==> config.mk <==
export PLATFORM = sky130hd
export DESIGN_NAME = ftp_top
export DESIGN_NICKNAME = d
export VERILOG_FILES = /design/src/logic/ftp_pkg.sv /design/src/logic/ftp_div.sv /design/src/logic/ftp_top.sv
export SDC_FILE = /design/constraint.sdc
export NUM_CORES = 1
export LEC_CHECK = 0
export BUFFER_PORTS_ARGS = -buffer_cell sky130_fd_sc_hd__buf_4
export CAP_MARGIN = 20
export CORE_UTILIZATION = 45
export CTS_BUF_LIST = sky130_fd_sc_hd__clkbuf_8
export DETAILED_ROUTE_END_ITERATION = 10
export PLACE_DENSITY_LB_ADDON = 0.08
export SLEW_MARGIN = 10
export SYNTH_ARGS = -nofsm -noshare
export SYNTH_HDL_FRONTEND = slang
export SYNTH_SLANG_ARGS = --single-unit
==> constraint.sdc <==
create_clock -name hclk -period 10.7 [get_ports hclk]
set_clock_uncertainty 0.15 [all_clocks]
set_input_delay 0.535 -clock hclk [delete_from_list [all_inputs] [get_ports hclk]]
set_output_delay 0.535 -clock hclk [all_outputs]
set_load 0.02 [all_outputs]
==> src/logic/ftp_pkg.sv <==
// Constants, types and helpers shared by the frequency protection block.
// Assumes a single 25 MHz clock and AHB-Lite register access.
package ftp_pkg;
	// Clock and measurement range
	localparam int CLK_HZ  = 25_000_000;
	localparam int FMIN_HZ = 40;
	localparam int FMAX_HZ = 70;
	localparam int PW      = 21;
	localparam int SW      = 16;
	localparam int FW      = 17;
	localparam int DVW     = 36;
	localparam logic [PW-1:0] PER_MAX = PW'(CLK_HZ / FMIN_HZ);
	localparam logic [PW-1:0] PER_MIN = PW'(CLK_HZ / FMAX_HZ);
	localparam logic [PW-1:0] PER_LIM = PW'(CLK_HZ / FMIN_HZ + 1);
	// Clock cycles per second times millihertz per hertz
	localparam logic [DVW-1:0] FREQ_K = DVW'(64'(CLK_HZ) * 64'd1000);
	localparam logic [5:0]     DIV_STEPS = 6'h24;
	// Qualification counts
	localparam logic [2:0] ACCEPT_N = 3'h4;
	localparam logic [2:0] DROP_N   = 3'h4;
	localparam logic [2:0] START_N  = 3'h5;
	// Hysteresis and voltage reset ratio (4/5)
	localparam logic [FW:0]  HYST_MHZ = 18'h00065;
	localparam logic [19:0]  DROP_NUM = 20'h00004;
	localparam logic [19:0]  DROP_DEN = 20'h00005;
	// Trip delay range in milliseconds
	localparam logic [15:0] DELAY_MIN_MS = 16'h008C;
	localparam logic [15:0] DELAY_MAX_MS = 16'hEA60;
	// Register reset values
	localparam logic [FW-1:0] SFREQ_RST = 17'h0C738;
	localparam logic [15:0]   UPICK_RST = 16'h3999;
	localparam logic [15:0]   DELAY_RST = 16'h00C8;
	// Register byte addresses
	localparam logic [7:0] A_CTRL  = 8'h00;
	localparam logic [7:0] A_SFREQ = 8'h04;
	localparam logic [7:0] A_UPICK = 8'h08;
	localparam logic [7:0] A_DELAY = 8'h0C;
	localparam logic [7:0] A_STATE = 8'h10;
	localparam logic [7:0] A_FREQ  = 8'h14;
	localparam logic [7:0] A_EVST  = 8'h18;
	localparam logic [7:0] A_EVMSK = 8'h1C;
	// Event bit positions
	localparam int EV_ST_ON  = 0;
	localparam int EV_ST_OFF = 1;
	localparam int EV_TR_ON  = 2;
	localparam int EV_TR_OFF = 3;

	typedef struct packed {
		logic chan4;
		logic start_only;
		logic over;
		logic enable;
	} ftp_ctrl_t;

	typedef struct packed {
		logic            busy;
		logic            done;
		logic [5:0]      cnt;
		logic [PW:0]     rem;
		logic [DVW-1:0]  q;
		logic [PW-1:0]   dv;
	} ftp_div_st_t;

	typedef struct packed {
		logic            hready;
		logic            hresp;
		logic [31:0]     hrdata;
		logic            rd_pend;
		logic            wr_pend;
		logic [7:0]      addr;
		ftp_ctrl_t       ctrl;
		logic [FW-1:0]   sfreq;
		logic [15:0]     upick;
		logic [15:0]     delay;
		logic [3:0]      ev_stat;
		logic [3:0]      ev_mask;
		logic            irq;
		logic            blk_s1;
		logic            blk_s2;
		logic            seen;
		logic            sgn_prev;
		logic [PW-1:0]   rise_age;
		logic [PW-1:0]   fall_age;
		logic [PW-1:0]   p_rise;
		logic [PW-1:0]   p_fall;
		logic [PW-1:0]   wd;
		logic [15:0]     peak;
		logic            volt_ok;
		logic            div_go;
		logic            div_valid;
		logic [2:0]      vcnt;
		logic [2:0]      icnt;
		logic            accepted;
		logic [FW-1:0]   freq;
		logic [2:0]      bcnt;
		logic            start;
		logic            trip;
		logic [15:0]     prescale;
		logic [15:0]     msec;
	} ftp_state_t;

	// Saturating increment of a small counter
	function automatic logic [2:0] cnt_inc(logic [2:0] c, logic [2:0] lim);
		cnt_inc = (c >= lim) ? lim : 3'(c + 3'h1);
	endfunction : cnt_inc

	// Saturating increment of a period age counter
	function automatic logic [PW-1:0] age_inc(logic [PW-1:0] a,
		logic [PW-1:0] lim);
		age_inc = (a >= lim) ? lim : PW'(a + 1'b1);
	endfunction : age_inc

	// Period lies inside the measurable band
	function automatic logic per_ok(logic [PW-1:0] p, logic [PW-1:0] lo,
		logic [PW-1:0] hi);
		per_ok = (p >= lo) && (p <= hi);
	endfunction : per_ok
endpackage : ftp_pkg

==> src/logic/ftp_div.sv <==
// Sequential restoring divider: quotient of dividend over divisor.
// Assumes go is a one-cycle pulse and divisor is never zero.
`timescale 1ns/1ps
`default_nettype none
module ftp_div import ftp_pkg::*; (
	// Clock and reset
	input  wire logic             hclk,
	input  wire logic             hresetn,
	// Request
	input  wire logic             go,
	input  wire logic [DVW-1:0]   dividend,
	input  wire logic [PW-1:0]    divisor,
	// Answer
	output logic                  done,
	output logic [DVW-1:0]        quot
);
	ftp_div_st_t st;
	ftp_div_st_t n;

	// One quotient bit per cycle
	always_comb begin
		logic [PW:0]    r;
		logic [DVW-1:0] qq;
		r  = '0;
		qq = '0;
		n = st;
		n.done = 1'b0;
		if (go) begin
			n.busy = 1'b1;
			n.cnt  = '0;
			n.rem  = '0;
			n.q    = dividend;
			n.dv   = divisor;
		end else if (st.busy) begin
			r  = {st.rem[PW-1:0], st.q[DVW-1]};
			qq = {st.q[DVW-2:0], 1'b0};
			if (r >= {1'b0, st.dv}) begin
				r     = r - {1'b0, st.dv};
				qq[0] = 1'b1;
			end
			n.rem = r;
			n.q   = qq;
			n.cnt = 6'(st.cnt + 6'h01);
			if (n.cnt == DIV_STEPS) begin
				n.busy = 1'b0;
				n.done = 1'b1;
			end
		end
	end

	// State register
	always_ff @(posedge hclk or negedge hresetn) begin
		if (!hresetn)
			st <= '0;
		else
			st <= n;
	end

	assign done = st.done;
	assign quot = st.q;
endmodule : ftp_div
`default_nettype wire

==> src/logic/ftp_top.sv <==
// Frequency threshold protection with AHB-Lite registers and event irq.
// Assumes sample_valid, ch1_sample and ch4_sample come from hclk logic;
// block_input is an asynchronous pin.
//
// The register addresses and the AHB-Lite slave port are this design's own decisions.
`timescale 1ns/1ps
`default_nettype none
module ftp_top import ftp_pkg::*; #(
	parameter int MS_CYCLES = CLK_HZ / 1000,
	parameter int CLK_RATE  = CLK_HZ
) (
	// Clock and reset
	input  wire logic                  hclk,
	input  wire logic                  hresetn,
	// AHB-Lite slave
	input  wire logic                  hsel,
	input  wire logic [31:0]           haddr,
	input  wire logic [1:0]            htrans,
	input  wire logic                  hwrite,
	input  wire logic [2:0]            hsize,
	input  wire logic [31:0]           hwdata,
	input  wire logic                  hready,
	output logic                       hreadyout,
	output logic                       hresp,
	output logic [31:0]                hrdata,
	// Voltage samples
	input  wire logic                  sample_valid,
	input  wire logic signed [SW-1:0]  ch1_sample,
	input  wire logic signed [SW-1:0]  ch4_sample,
	// Binary input and outputs
	input  wire logic                  block_input,
	output logic                       general_start_out,
	output logic                       general_trip_out,
	output logic                       irq
);
	ftp_state_t      st;
	ftp_state_t      n;
	logic            res_done;
	logic [DVW-1:0]  res_quot;
	logic [PW:0]     per_sum;
	logic [PW-1:0]   per_mean;
	logic            beyond;
	logic            run;

	// Period band and divider constant follow the clock rate
	localparam logic [PW-1:0]  P_MAX = PW'(CLK_RATE / FMIN_HZ);
	localparam logic [PW-1:0]  P_MIN = PW'(CLK_RATE / FMAX_HZ);
	localparam logic [PW-1:0]  P_LIM = PW'(CLK_RATE / FMIN_HZ + 1);
	localparam logic [DVW-1:0] F_K   = DVW'(FREQ_K / CLK_HZ * CLK_RATE);

	// Mean of rising and falling periods feeds the divider
	assign per_sum  = {1'b0, st.p_rise} + {1'b0, st.p_fall};
	assign per_mean = (per_sum[PW:1] == '0) ? PW'(1) : per_sum[PW:1];

	ftp_div u_div (
		.hclk     (hclk),
		.hresetn  (hresetn),
		.go       (st.div_go),
		.dividend (F_K),
		.divisor  (per_mean),
		.done     (res_done),
		.quot     (res_quot)
	);

	// Register read multiplexer
	function automatic logic [31:0] rd_mux(ftp_state_t s);
		case (s.addr)
			A_CTRL:  rd_mux = {28'h0, s.ctrl};
			A_SFREQ: rd_mux = {15'h0, s.sfreq};
			A_UPICK: rd_mux = {16'h0, s.upick};
			A_DELAY: rd_mux = {16'h0, s.delay};
			A_STATE: rd_mux = {28'h0, s.volt_ok, s.accepted, s.trip,
			                   s.start};
			A_FREQ:  rd_mux = {15'h0, s.freq};
			A_EVST:  rd_mux = {28'h0, s.ev_stat};
			A_EVMSK: rd_mux = {28'h0, s.ev_mask};
			default: rd_mux = 32'h0;
		endcase
	endfunction : rd_mux

	// Next-state logic for bus, measurement and protection
	always_comb begin
		logic signed [SW-1:0] smp;
		logic [15:0]          mag;
		logic                 neg;
		logic                 rise;
		logic                 fall;
		logic                 launch;
		logic                 veval;
		logic [15:0]          dly;
		logic                 fault;
		smp    = st.ctrl.chan4 ? ch4_sample : ch1_sample;
		mag    = smp[SW-1] ? 16'(-smp) : 16'(smp);
		neg    = smp[SW-1];
		rise   = 1'b0;
		fall   = 1'b0;
		launch = 1'b0;
		veval  = 1'b0;
		dly    = hwdata[15:0];
		fault  = 1'b0;
		beyond = 1'b0;
		run    = st.ctrl.enable && !st.blk_s2;
		n = st;
		n.div_go = 1'b0;

		// Write data phase: zero wait state
		n.wr_pend = 1'b0;
		if (st.wr_pend) begin
			case (st.addr)
				A_CTRL:  n.ctrl = ftp_ctrl_t'(hwdata[3:0]);
				A_SFREQ: n.sfreq = hwdata[FW-1:0];
				A_UPICK: n.upick = hwdata[15:0];
				A_DELAY: begin
					if (dly < DELAY_MIN_MS)
						dly = DELAY_MIN_MS;
					if (dly > DELAY_MAX_MS)
						dly = DELAY_MAX_MS;
					n.delay = dly;
				end
				A_EVST:  n.ev_stat = st.ev_stat & ~hwdata[3:0];
				A_EVMSK: n.ev_mask = hwdata[3:0];
				default: n.addr = st.addr;
			endcase
		end
		// Read data phase: one wait state, then data
		if (st.rd_pend) begin
			n.hrdata  = rd_mux(st);
			n.hready  = 1'b1;
			n.rd_pend = 1'b0;
		end
		// Address phase capture
		if (hsel && htrans[1] && hready) begin
			n.addr = haddr[7:0];
			if (hwrite) begin
				n.wr_pend = 1'b1;
			end else begin
				n.rd_pend = 1'b1;
				n.hready  = 1'b0;
			end
		end

		// Blocking pin synchroniser
		n.blk_s1 = block_input;
		n.blk_s2 = st.blk_s1;

		// Period ages and watchdog
		n.rise_age = age_inc(st.rise_age, P_LIM);
		n.fall_age = age_inc(st.fall_age, P_LIM);
		n.wd       = age_inc(st.wd, P_LIM);
		if (sample_valid) begin
			rise = st.seen && st.sgn_prev && !neg;
			fall = st.seen && !st.sgn_prev && neg;
			n.seen     = 1'b1;
			n.sgn_prev = neg;
			if (mag > st.peak)
				n.peak = mag;
		end
		// Separate periods per crossing direction
		if (rise) begin
			n.p_rise   = st.rise_age;
			n.rise_age = PW'(1); // Crossing cycle counts
			veval      = 1'b1;
		end
		if (fall) begin
			n.p_fall   = st.fall_age;
			n.fall_age = PW'(1); // Crossing cycle counts
		end
		launch = rise || fall;
		if (!launch && st.wd >= P_MAX) begin
			launch = 1'b1;
			veval  = 1'b1;
			n.p_rise = P_LIM;
		end

		// Voltage gate with 0.8 reset ratio, once per cycle
		if (veval) begin
			if (n.peak >= st.upick)
				n.volt_ok = 1'b1;
			else if (20'(n.peak) * DROP_DEN < 20'(st.upick) * DROP_NUM)
				n.volt_ok = 1'b0;
			n.peak = '0;
		end
		if (launch) begin
			n.wd        = '0;
			n.div_go    = 1'b1;
			n.div_valid = per_ok(n.p_rise, P_MIN, P_MAX)
			              && per_ok(n.p_fall, P_MIN, P_MAX)
			              && n.volt_ok;
		end

		// Qualification of each measurement result
		if (res_done) begin
			if (st.div_valid) begin
				n.icnt = '0;
				n.vcnt = cnt_inc(st.vcnt, ACCEPT_N);
				if (n.vcnt == ACCEPT_N) begin
					n.accepted = 1'b1;
					n.freq     = res_quot[FW-1:0];
				end
			end else begin
				n.vcnt = '0;
				n.icnt = cnt_inc(st.icnt, DROP_N);
				if (n.icnt == DROP_N) begin
					n.accepted = 1'b0;
					n.freq     = '0;
				end
			end
			// Threshold comparison on every result
			beyond = n.accepted && st.volt_ok &&
			         (st.ctrl.over ? (n.freq > st.sfreq)
			                       : (n.freq < st.sfreq));
			if (beyond) begin
				n.bcnt = cnt_inc(st.bcnt, START_N);
				if (n.bcnt == START_N)
					n.start = 1'b1;
			end else begin
				n.bcnt = '0;
				if (!st.ctrl.over || !n.accepted || !st.volt_ok ||
				    ({1'b0, n.freq} + HYST_MHZ <= {1'b0, st.sfreq}))
					n.start = 1'b0;
			end
		end

		// Delay timer runs from the first faulty value
		fault = (n.bcnt != '0) || n.start;
		if (fault) begin
			if (st.prescale >= 16'(MS_CYCLES - 1)) begin
				n.prescale = '0;
				if (st.msec != 16'hFFFF)
					n.msec = 16'(st.msec + 16'h0001);
			end else begin
				n.prescale = 16'(st.prescale + 16'h0001);
			end
		end else begin
			n.prescale = '0;
			n.msec     = '0;
		end
		// Trip on expiry while started, dropped with start
		n.trip = (st.trip || (n.msec >= st.delay)) && n.start
		         && !st.ctrl.start_only;

		// Disable and blocking override start, trip, start count and delay timer
		if (!run) begin
			n.start    = 1'b0;
			n.trip     = 1'b0;
			n.bcnt     = '0;
			n.msec     = '0;
			n.prescale = '0;
		end

		// Sticky events, set wins over clear
		if (n.start && !st.start)
			n.ev_stat[EV_ST_ON] = 1'b1;
		if (!n.start && st.start)
			n.ev_stat[EV_ST_OFF] = 1'b1;
		if (n.trip && !st.trip)
			n.ev_stat[EV_TR_ON] = 1'b1;
		if (!n.trip && st.trip)
			n.ev_stat[EV_TR_OFF] = 1'b1;
		n.irq = |(n.ev_stat & n.ev_mask);
	end

	// State register with documented reset values
	always_ff @(posedge hclk or negedge hresetn) begin
		if (!hresetn) begin
			st        <= '0;
			st.hready <= 1'b1;
			st.sfreq  <= SFREQ_RST;
			st.upick  <= UPICK_RST;
			st.delay  <= DELAY_RST;
		end else begin
			st <= n;
		end
	end

	// Outputs straight from the state register
	assign hreadyout         = st.hready;
	assign hresp             = st.hresp;
	assign hrdata            = st.hrdata;
	assign general_start_out = st.start;
	assign general_trip_out  = st.trip;
	assign irq               = st.irq;
endmodule : ftp_top
`default_nettype wire

==> summary.md, run 1 <==
| Metric | Value |
|---|---|
| Multiplexer share of the synthesized area | 0.0569 |
| Grt ovf | 0 |
| Post-route ant nets | 0 |
| Area share of the largest cell type after synthesis | 0.364 |
| Startpoint types | register |
| Initial drt markers | 1385 |
| Gpl congestion | 0.867 |
| Residual DRC | 0 |
| Critical Path Max Stage Delay | 0.59 ns |
| Reg-to-reg setup timing slack | 1.80 ns |
| Reg clk slew, reported paths | 0.06 ns |
| Wirelength per Cell | 17.9 um |
| P&R area growth vs syn | 11.7% |
| Hold buffers post-CTS | 24 |
| Worst-skew pair later-pin latency | 0.64 ns |
| Pin count of the biggest net entering global routing | 103 |
| Switching share of power | 0.361 |
| Synth Area in Compound Gates | 0.162 |
| Initial antenna violation count | 1 |
| FMAX | 112 MHz |
| Max transition margin | 0.271 |
| CP required | 11.08 ns |
| H-tree levels | 3 |
| Leakage | 0.0123 uW |
| Clock root cell | clkbuf_8 |
| Setup Viol. Count Final | 0 |
| Critical path capture point type | register |
| Clock share of power | 0.294 |
| Peak supply drop | 0.0815 mV |
| Worst Setup SP | st[250] |
| CORE AREA | 51700 um^2 |
| Post-CTS Setup Repair Bufs | 0 |
| Final Hold Fails | 0 |
| Post-synthesis cell count | 2586 |
| Ranking of synthesized cells by area | dfrtp_1 (36%), ha_1 (9.7%), nor2_1 (3.9%), a21oi_1 (3.7%), mux2_2 (3.4%) |
| Crit Path Max Fanout | 40 |
| I/O pin cnt | 145 |
| Hold Path End | st[208] |
| CTS max path bufs | 3 |
| First-pass DRT Iterations | 6 |
| Worst r2r path cells | 38 |
| Number of synthesized register bits | 365 |
| Switch Pwr | 1750 uW |
| Initial Utilization | 0.458 |
| Origin of the worst min-delay path | hwdata[10] |
| Slew @ Worst Pin | 1.08 ns |
| Number of slew-limit violations in the final report | 0 |
| Synth warn | 0 |
| Minimum clock period | 8.90 ns |
| Count leader, synth | dfrtp_1 |
| Async SR Flop Fraction | 1.00 |
| Syn avg cell area | 9.17 um^2 |
| Vias in the first global route | 19000 |
| Crit path top cell by count | o21ai_0 |
| WHS | 0.0652 ns |
| Critical path type | register to register |
| Nets | 2965 |
| Pwr Density | 183 nW/um^2 |
| Die Area | 53600 um^2 |
| Max Cap Violations | 0 |
| Hold depth | 3 |
| Worst EP arrival | 9.28 ns |
| RSZ-0062 raised after global routing | no |
| Synth Area in Simple Gates | 0.185 |
| DR vias/cell | 5.60 |
| Resize count post-CTS | 0 |
| Number of synthesized flops with an enable pin | 0 |
| TritonCTS Buffers | 70 |
| Seq/Total Area, Yosys | 0.386 |
| Yosys cell types | 100 |
| Die Ht | 232 um |
| Via Count | 19100 |
| Share of cells above drive strength 1 | 0.130 |
| Status | complete, no violations |
| Die X | 232 um |
| Setup TNS | 0 ns |
| Final Non-Filler Cells | 3408 |
| CTS tree | done |
| Slowest-stage cell, CP | dfrtp_1 |
| CTS sink cnt | 365 |
| Fin crit share | 0.832 |
| Synth area leader | dfrtp_1 |
| R2R Path Start | st[250] |
| Rows | 83 |
| Hold Path Class | primary input to register |
| Post-Syn Area | 23700 um^2 |
| Internal power | 3100 uW |
| Largest family of logic cells by synthesized area | simple AND/OR/NAND/NOR gates |
| GRT Util Overall | 0.233 |
| Synth top cells by count | dfrtp_1 (345), nor2_1 (249), nand2_1 (208), ha_1 (184), a21oi_1 (176) |
| First-pass GRT wire length | 100 mm |
| Main synth FF type | dfrtp_1 |
| Reg-to-reg endpoint | st[61] |
| Adder-Cell Fraction of Synth Area | 0.0997 |
| HPWL after detailed placement | 44.0 mm |
| Port bufs | 85 |
| Comb power frac | 0.354 |
| Total Routed Length | 60.9 mm |
| Post-synthesis xor/xnor area fraction | 0.0547 |
| Reg power frac | 0.352 |
| Cells after DPL | 3253 |
worst max-delay path: cells and delay by family (launching register included):
kind	cells	cell delay [ns]
xor+xnor	2	0.32
flops	1	0.59
simple gates	10	1.66
compound gates	15	2.76
mux	2	0.81
fa+ha+maj	6	1.71
buf+inv	3	0.76
how the worst max path moves through the flow:
stage          slack, ns  endpoint
6_report            1.80    st[61]
5_1_grt             1.00    st[61]
4_1_cts             1.79    st[61]
3_5_place_dp        1.82    st[61]
3_3_place_gp        2.00    st[61]
2_1_floorplan       2.95    st[61]
per-stage QoR:
step	utilization	power [uW]	instance area, um^2	setup slack (ns)
6_report	0.512	4850	26500	1.80
3_5_place_dp	0.478	3430	24700	1.82
2_1_floorplan	-	3000	23800	2.95
4_1_cts	0.511	4900	26400	1.79
5_1_grt	0.512	5230	26500	1.00
3_3_place_gp	0.478	3390	24700	2.00
power by group through the flow:
stage	clock network [uW]	logic (uW)	registers, uW
floorplan	0	1340	1670
global placement	0	1670	1730
finish	1420	1720	1710
global route	1540	1960	1730
detailed placement	0	1700	1730
CTS	1480	1720	1710
logic make-up (layout without fill, tap and decap cells):
logic type	Yosys count	after routing
mux	125	125
simple gates	884	884
other cells	1	22
flops	365	365
compound gates	582	582
fa+ha+maj	187	187
xor+xnor	148	148
buf+inv	294	415
flip-flops by register name, indices dropped and copies added, names as in the netlist, 17 cells and up:
name / flops
hrdata: 17
st: 257
u_div.quot: 36
u_div.st: 49
placed cells by master (no fill, tap or decap), types with 12 or more instances in the layout:
cell           synthesis  layout
dfrtp_1              345     343
nor2_1               249     248
nand2_1              208     208
ha_1                 184     184
inv_1                154     179
a21oi_1              176     175
o21ai_0              108     108
buf_4                 36     106
nand3_1               95      95
clkbuf_8               0      93
xnor2_1               83      83
mux2_2                71      71
xor2_1                65      65
nor3_1                64      64
mux2i_1               52      52
nor2b_1               46      46
a211oi_1              38      38
nand4_1               36      36
a21o_1                33      33
a22oi_1               28      28
and3_1                27      27
a31oi_1               27      27
a211o_1               25      25
nor4_1                26      25
nand2b_1              24      24
dlygate4sd3_1          0      24
conb_1                 1      20
dfstp_2               20      20
o211ai_1              19      19
or3_1                 14      14
and2_1                14      14
o21a_1                12      12
metal layers:
metal,part of all wire,vias to the layer above,global-route usage,wire length (um)
met5,0,-,0,0
met4,0.020,0,0.0712,1190
met3,0.054,88,0.0426,3270
met2,0.44,423,0.355,26900
met1,0.48,9191,0.334,29500
li1,-,9374,-,-
final cells by class:
type	instances	area (um^2)
Antenna cell	2	5.00
Clock buffer	93	1280
Clock inverter	35	180
Fill cell	4808	25200
Inverter	155	582
Multi-Input combinational cell	1946	13300
Sequential cell	365	9160
Tap cell	680	851
Timing Repair Buffer	132	1080
Power figures use the tool's default switching activity.
==> run 2, diff against run 1 <==
==> constraint.sdc (replaced) <==
create_clock -name hclk -period 8.6 [get_ports hclk]
set_clock_uncertainty 0.15 [all_clocks]
set_input_delay 0.43 -clock hclk [delete_from_list [all_inputs] [get_ports hclk]]
set_output_delay 0.43 -clock hclk [all_outputs]
set_load 0.02 [all_outputs]
==> run 2 against run 1 <==
  * Final cell count rose by 0.26%
  * Combinational power rose by 24%
  * Critical path depth fell by 2
  * Power rose by 25%
  * Die area did not move
  * Critical path type unchanged
  * Critical endpoint unchanged
  * Largest cell class unchanged
==> summary.md, run 2 (same netlist as run 1, synthesis figures left out) <==
| Metric | Value |
|---|---|
| Status | complete, no violations |
| First-pass DRT Iterations | 5 |
| Critical path type | register to register |
| Wirelength per Cell | 18.0 um |
| Reg power frac | 0.353 |
| Nets | 2975 |
| Max Cap Violations | 0 |
| HPWL after detailed placement | 44.9 mm |
| Slowest-stage cell, CP | dfrtp_2 |
| Startpoint types | register |
| First-pass GRT wire length | 101 mm |
| Residual DRC | 0 |
| CTS max path bufs | 3 |
| CP required | 8.98 ns |
| CTS tree | done |
| Critical path capture point type | register |
| Switch Pwr | 2180 uW |
| Hold Path Class | primary input to register |
| Max FFs per register | 257 |
| GRT Util Overall | 0.234 |
| Worst r2r path cells | 36 |
| Post-route ant nets | 0 |
| Crit path top cell by count | o21ai_0 |
| Die Ht | 232 um |
| Worst EP arrival | 8.52 ns |
| Hold Path End | st[64] |
| Gpl congestion | 0.882 |
| Pwr Density | 228 nW/um^2 |
| Die Area | 53600 um^2 |
| Final Hold Fails | 0 |
| CTS sink cnt | 365 |
| Die X | 232 um |
| Seq. cell area | 9170 um^2 |
| Crit Path Max Fanout | 6 |
| Rows | 83 |
| Finished Core Util | 0.514 |
| Switching share of power | 0.360 |
| Most common cell after layout, fill and taps aside | dfrtp_1 |
| R2R Path Start | st[250] |
| Port bufs | 85 |
| Reg-to-reg setup timing slack | 0.45 ns |
| Share of cells above drive strength 1 | 0.130 |
| Reg-to-reg endpoint | st[61] |
| Pin count of the biggest net entering global routing | 88 |
| H-tree levels | 3 |
| Leakage | 0.0123 uW |
| Worst-skew pair later-pin latency | 0.65 ns |
| Comb power frac | 0.353 |
| Initial drt markers | 1236 |
| Via Count | 19200 |
| Fin crit share | 0.947 |
| DP Area | 24800 um^2 |
| Max transition margin | 0.292 |
| Origin of the worst min-delay path | ch1_sample[0] |
| Initial antenna violation count | 0 |
| Biggest register | st |
| Reg clk slew, reported paths | 0.06 ns |
| Hold depth | 5 |
| DR vias/cell | 5.63 |
| Initial Utilization | 0.458 |
| Internal power | 3870 uW |
| Setup Viol. Count Final | 0 |
| Fillers | 4892 |
| Critical Path Max Stage Delay | 0.46 ns |
| Minimum clock period | 8.15 ns |
| Slew @ Worst Pin | 1.06 ns |
| Post-route cell area | 26600 um^2 |
| FMAX | 123 MHz |
| Vias in the first global route | 19100 |
| CORE AREA | 51700 um^2 |
| Total Routed Length | 61.7 mm |
| Peak supply drop | 0.0999 mV |
| Number of slew-limit violations in the final report | 0 |
| Clock root cell | clkbuf_8 |
| RSZ-0062 raised after global routing | yes |
| I/O pin cnt | 145 |
| Multi-input gate area | 13400 um^2 |
| Clock share of power | 0.293 |
| TritonCTS Buffers | 69 |
| Most frequent cells in the layout | dfrtp_1 (342), nor2_1 (248), nand2_1 (208) |
| Grt ovf | 0 |
| P&R area growth vs syn | 12.1% |
[run 2: changes by cell type in the layout (fill, tap and decap cells not counted), sizes merged]
| cell | previous run | this run |
|---|---|---|
| clkbuf | 93 | 85 |
| clkinv | 6 | 5 |
| inv | 180 | 185 |
| dlygate4sd3 | 24 | 29 |
| buf | 108 | 113 |
| bufinv | 1 | 4 |
[run 2: power groups by stage]
stage | logic, uW | clock network (uW) | registers, uW
2_1_floorplan | 1660 | 0 | 2070
3_3_place_gp | 2060 | 0 | 2160
3_5_place_dp | 2110 | 0 | 2160
4_1_cts | 2140 | 1840 | 2140
5_1_grt | 2420 | 1910 | 2170
6_report | 2140 | 1770 | 2140
[run 2: through the flow]
stage | hold slack [ns] | power [uW] | TNS (ns) | instances | setup WS [ns]
3_5_place_dp | 0.207 | 4270 | 0 | 3258 | 0.279
6_report | 0.154 | 6050 | 0 | 3417 | 0.452
3_3_place_gp | 0.217 | 4220 | 0 | 3258 | 0.498
2_1_floorplan | -0.0156 | 3730 | 0 | 2605 | 0.847
5_1_grt | 0.162 | 6500 | -0.0642 | 3415 | -0.0642
4_1_cts | 0.108 | 6110 | 0 | 3413 | 0.233
[run 2: area by class of cell]
cell class                      count  share of cell area
Antenna cell                        2            0.000188
Clock buffer                       84              0.0435
Clock inverter                     42              0.0107
Inverter                          155              0.0219
Multi-Input combinational cell   1946               0.503
Sequential cell                   365               0.345
Tap cell                          680              0.0320
Timing Repair Buffer              143              0.0436
[run 2: routing by layer]
| metal | share of wire | GRT usage | wire, um |
|---|---|---|---|
| met2 | 0.44 | 0.358 | 27300 |
| met3 | 0.048 | 0.0381 | 2960 |
| met1 | 0.49 | 0.334 | 30100 |
| met5 | 0 | 0 | 0 |
| met4 | 0.022 | 0.0791 | 1330 |
[run 2: what timing repair did]
action,in CTS,in global routing
resized for setup,0,6
buffers inserted,0,1
setup endpoints to repair,0,3
endpoints found under the hold margin,154,0
hold buffers,29,0
[run 2: how the worst max path moves through the flow]
stage | startpoint | end | slack, ns | depth (start not counted)
finish | st[250] | st[61] | 0.45 | 36
floorplan | st[250] | st[61] | 0.85 | 40
global route | st[250] | st[61] | -0.06 | 36
global placement | ch1_sample[0] | st[61] | 0.50 | 34
CTS | st[250] | st[61] | 0.23 | 32
detailed placement | st[250] | st[61] | 0.28 | 32
[run 2: critical path: cells and delay by family (launching register included)]
kind | cells | cell delay [ns]
compound gates | 19 | 3.61
fa+ha+maj | 6 | 1.62
buf+inv | 2 | 0.24
xor+xnor | 2 | 0.40
simple gates | 5 | 0.82
flops | 1 | 0.46
mux | 2 | 0.71
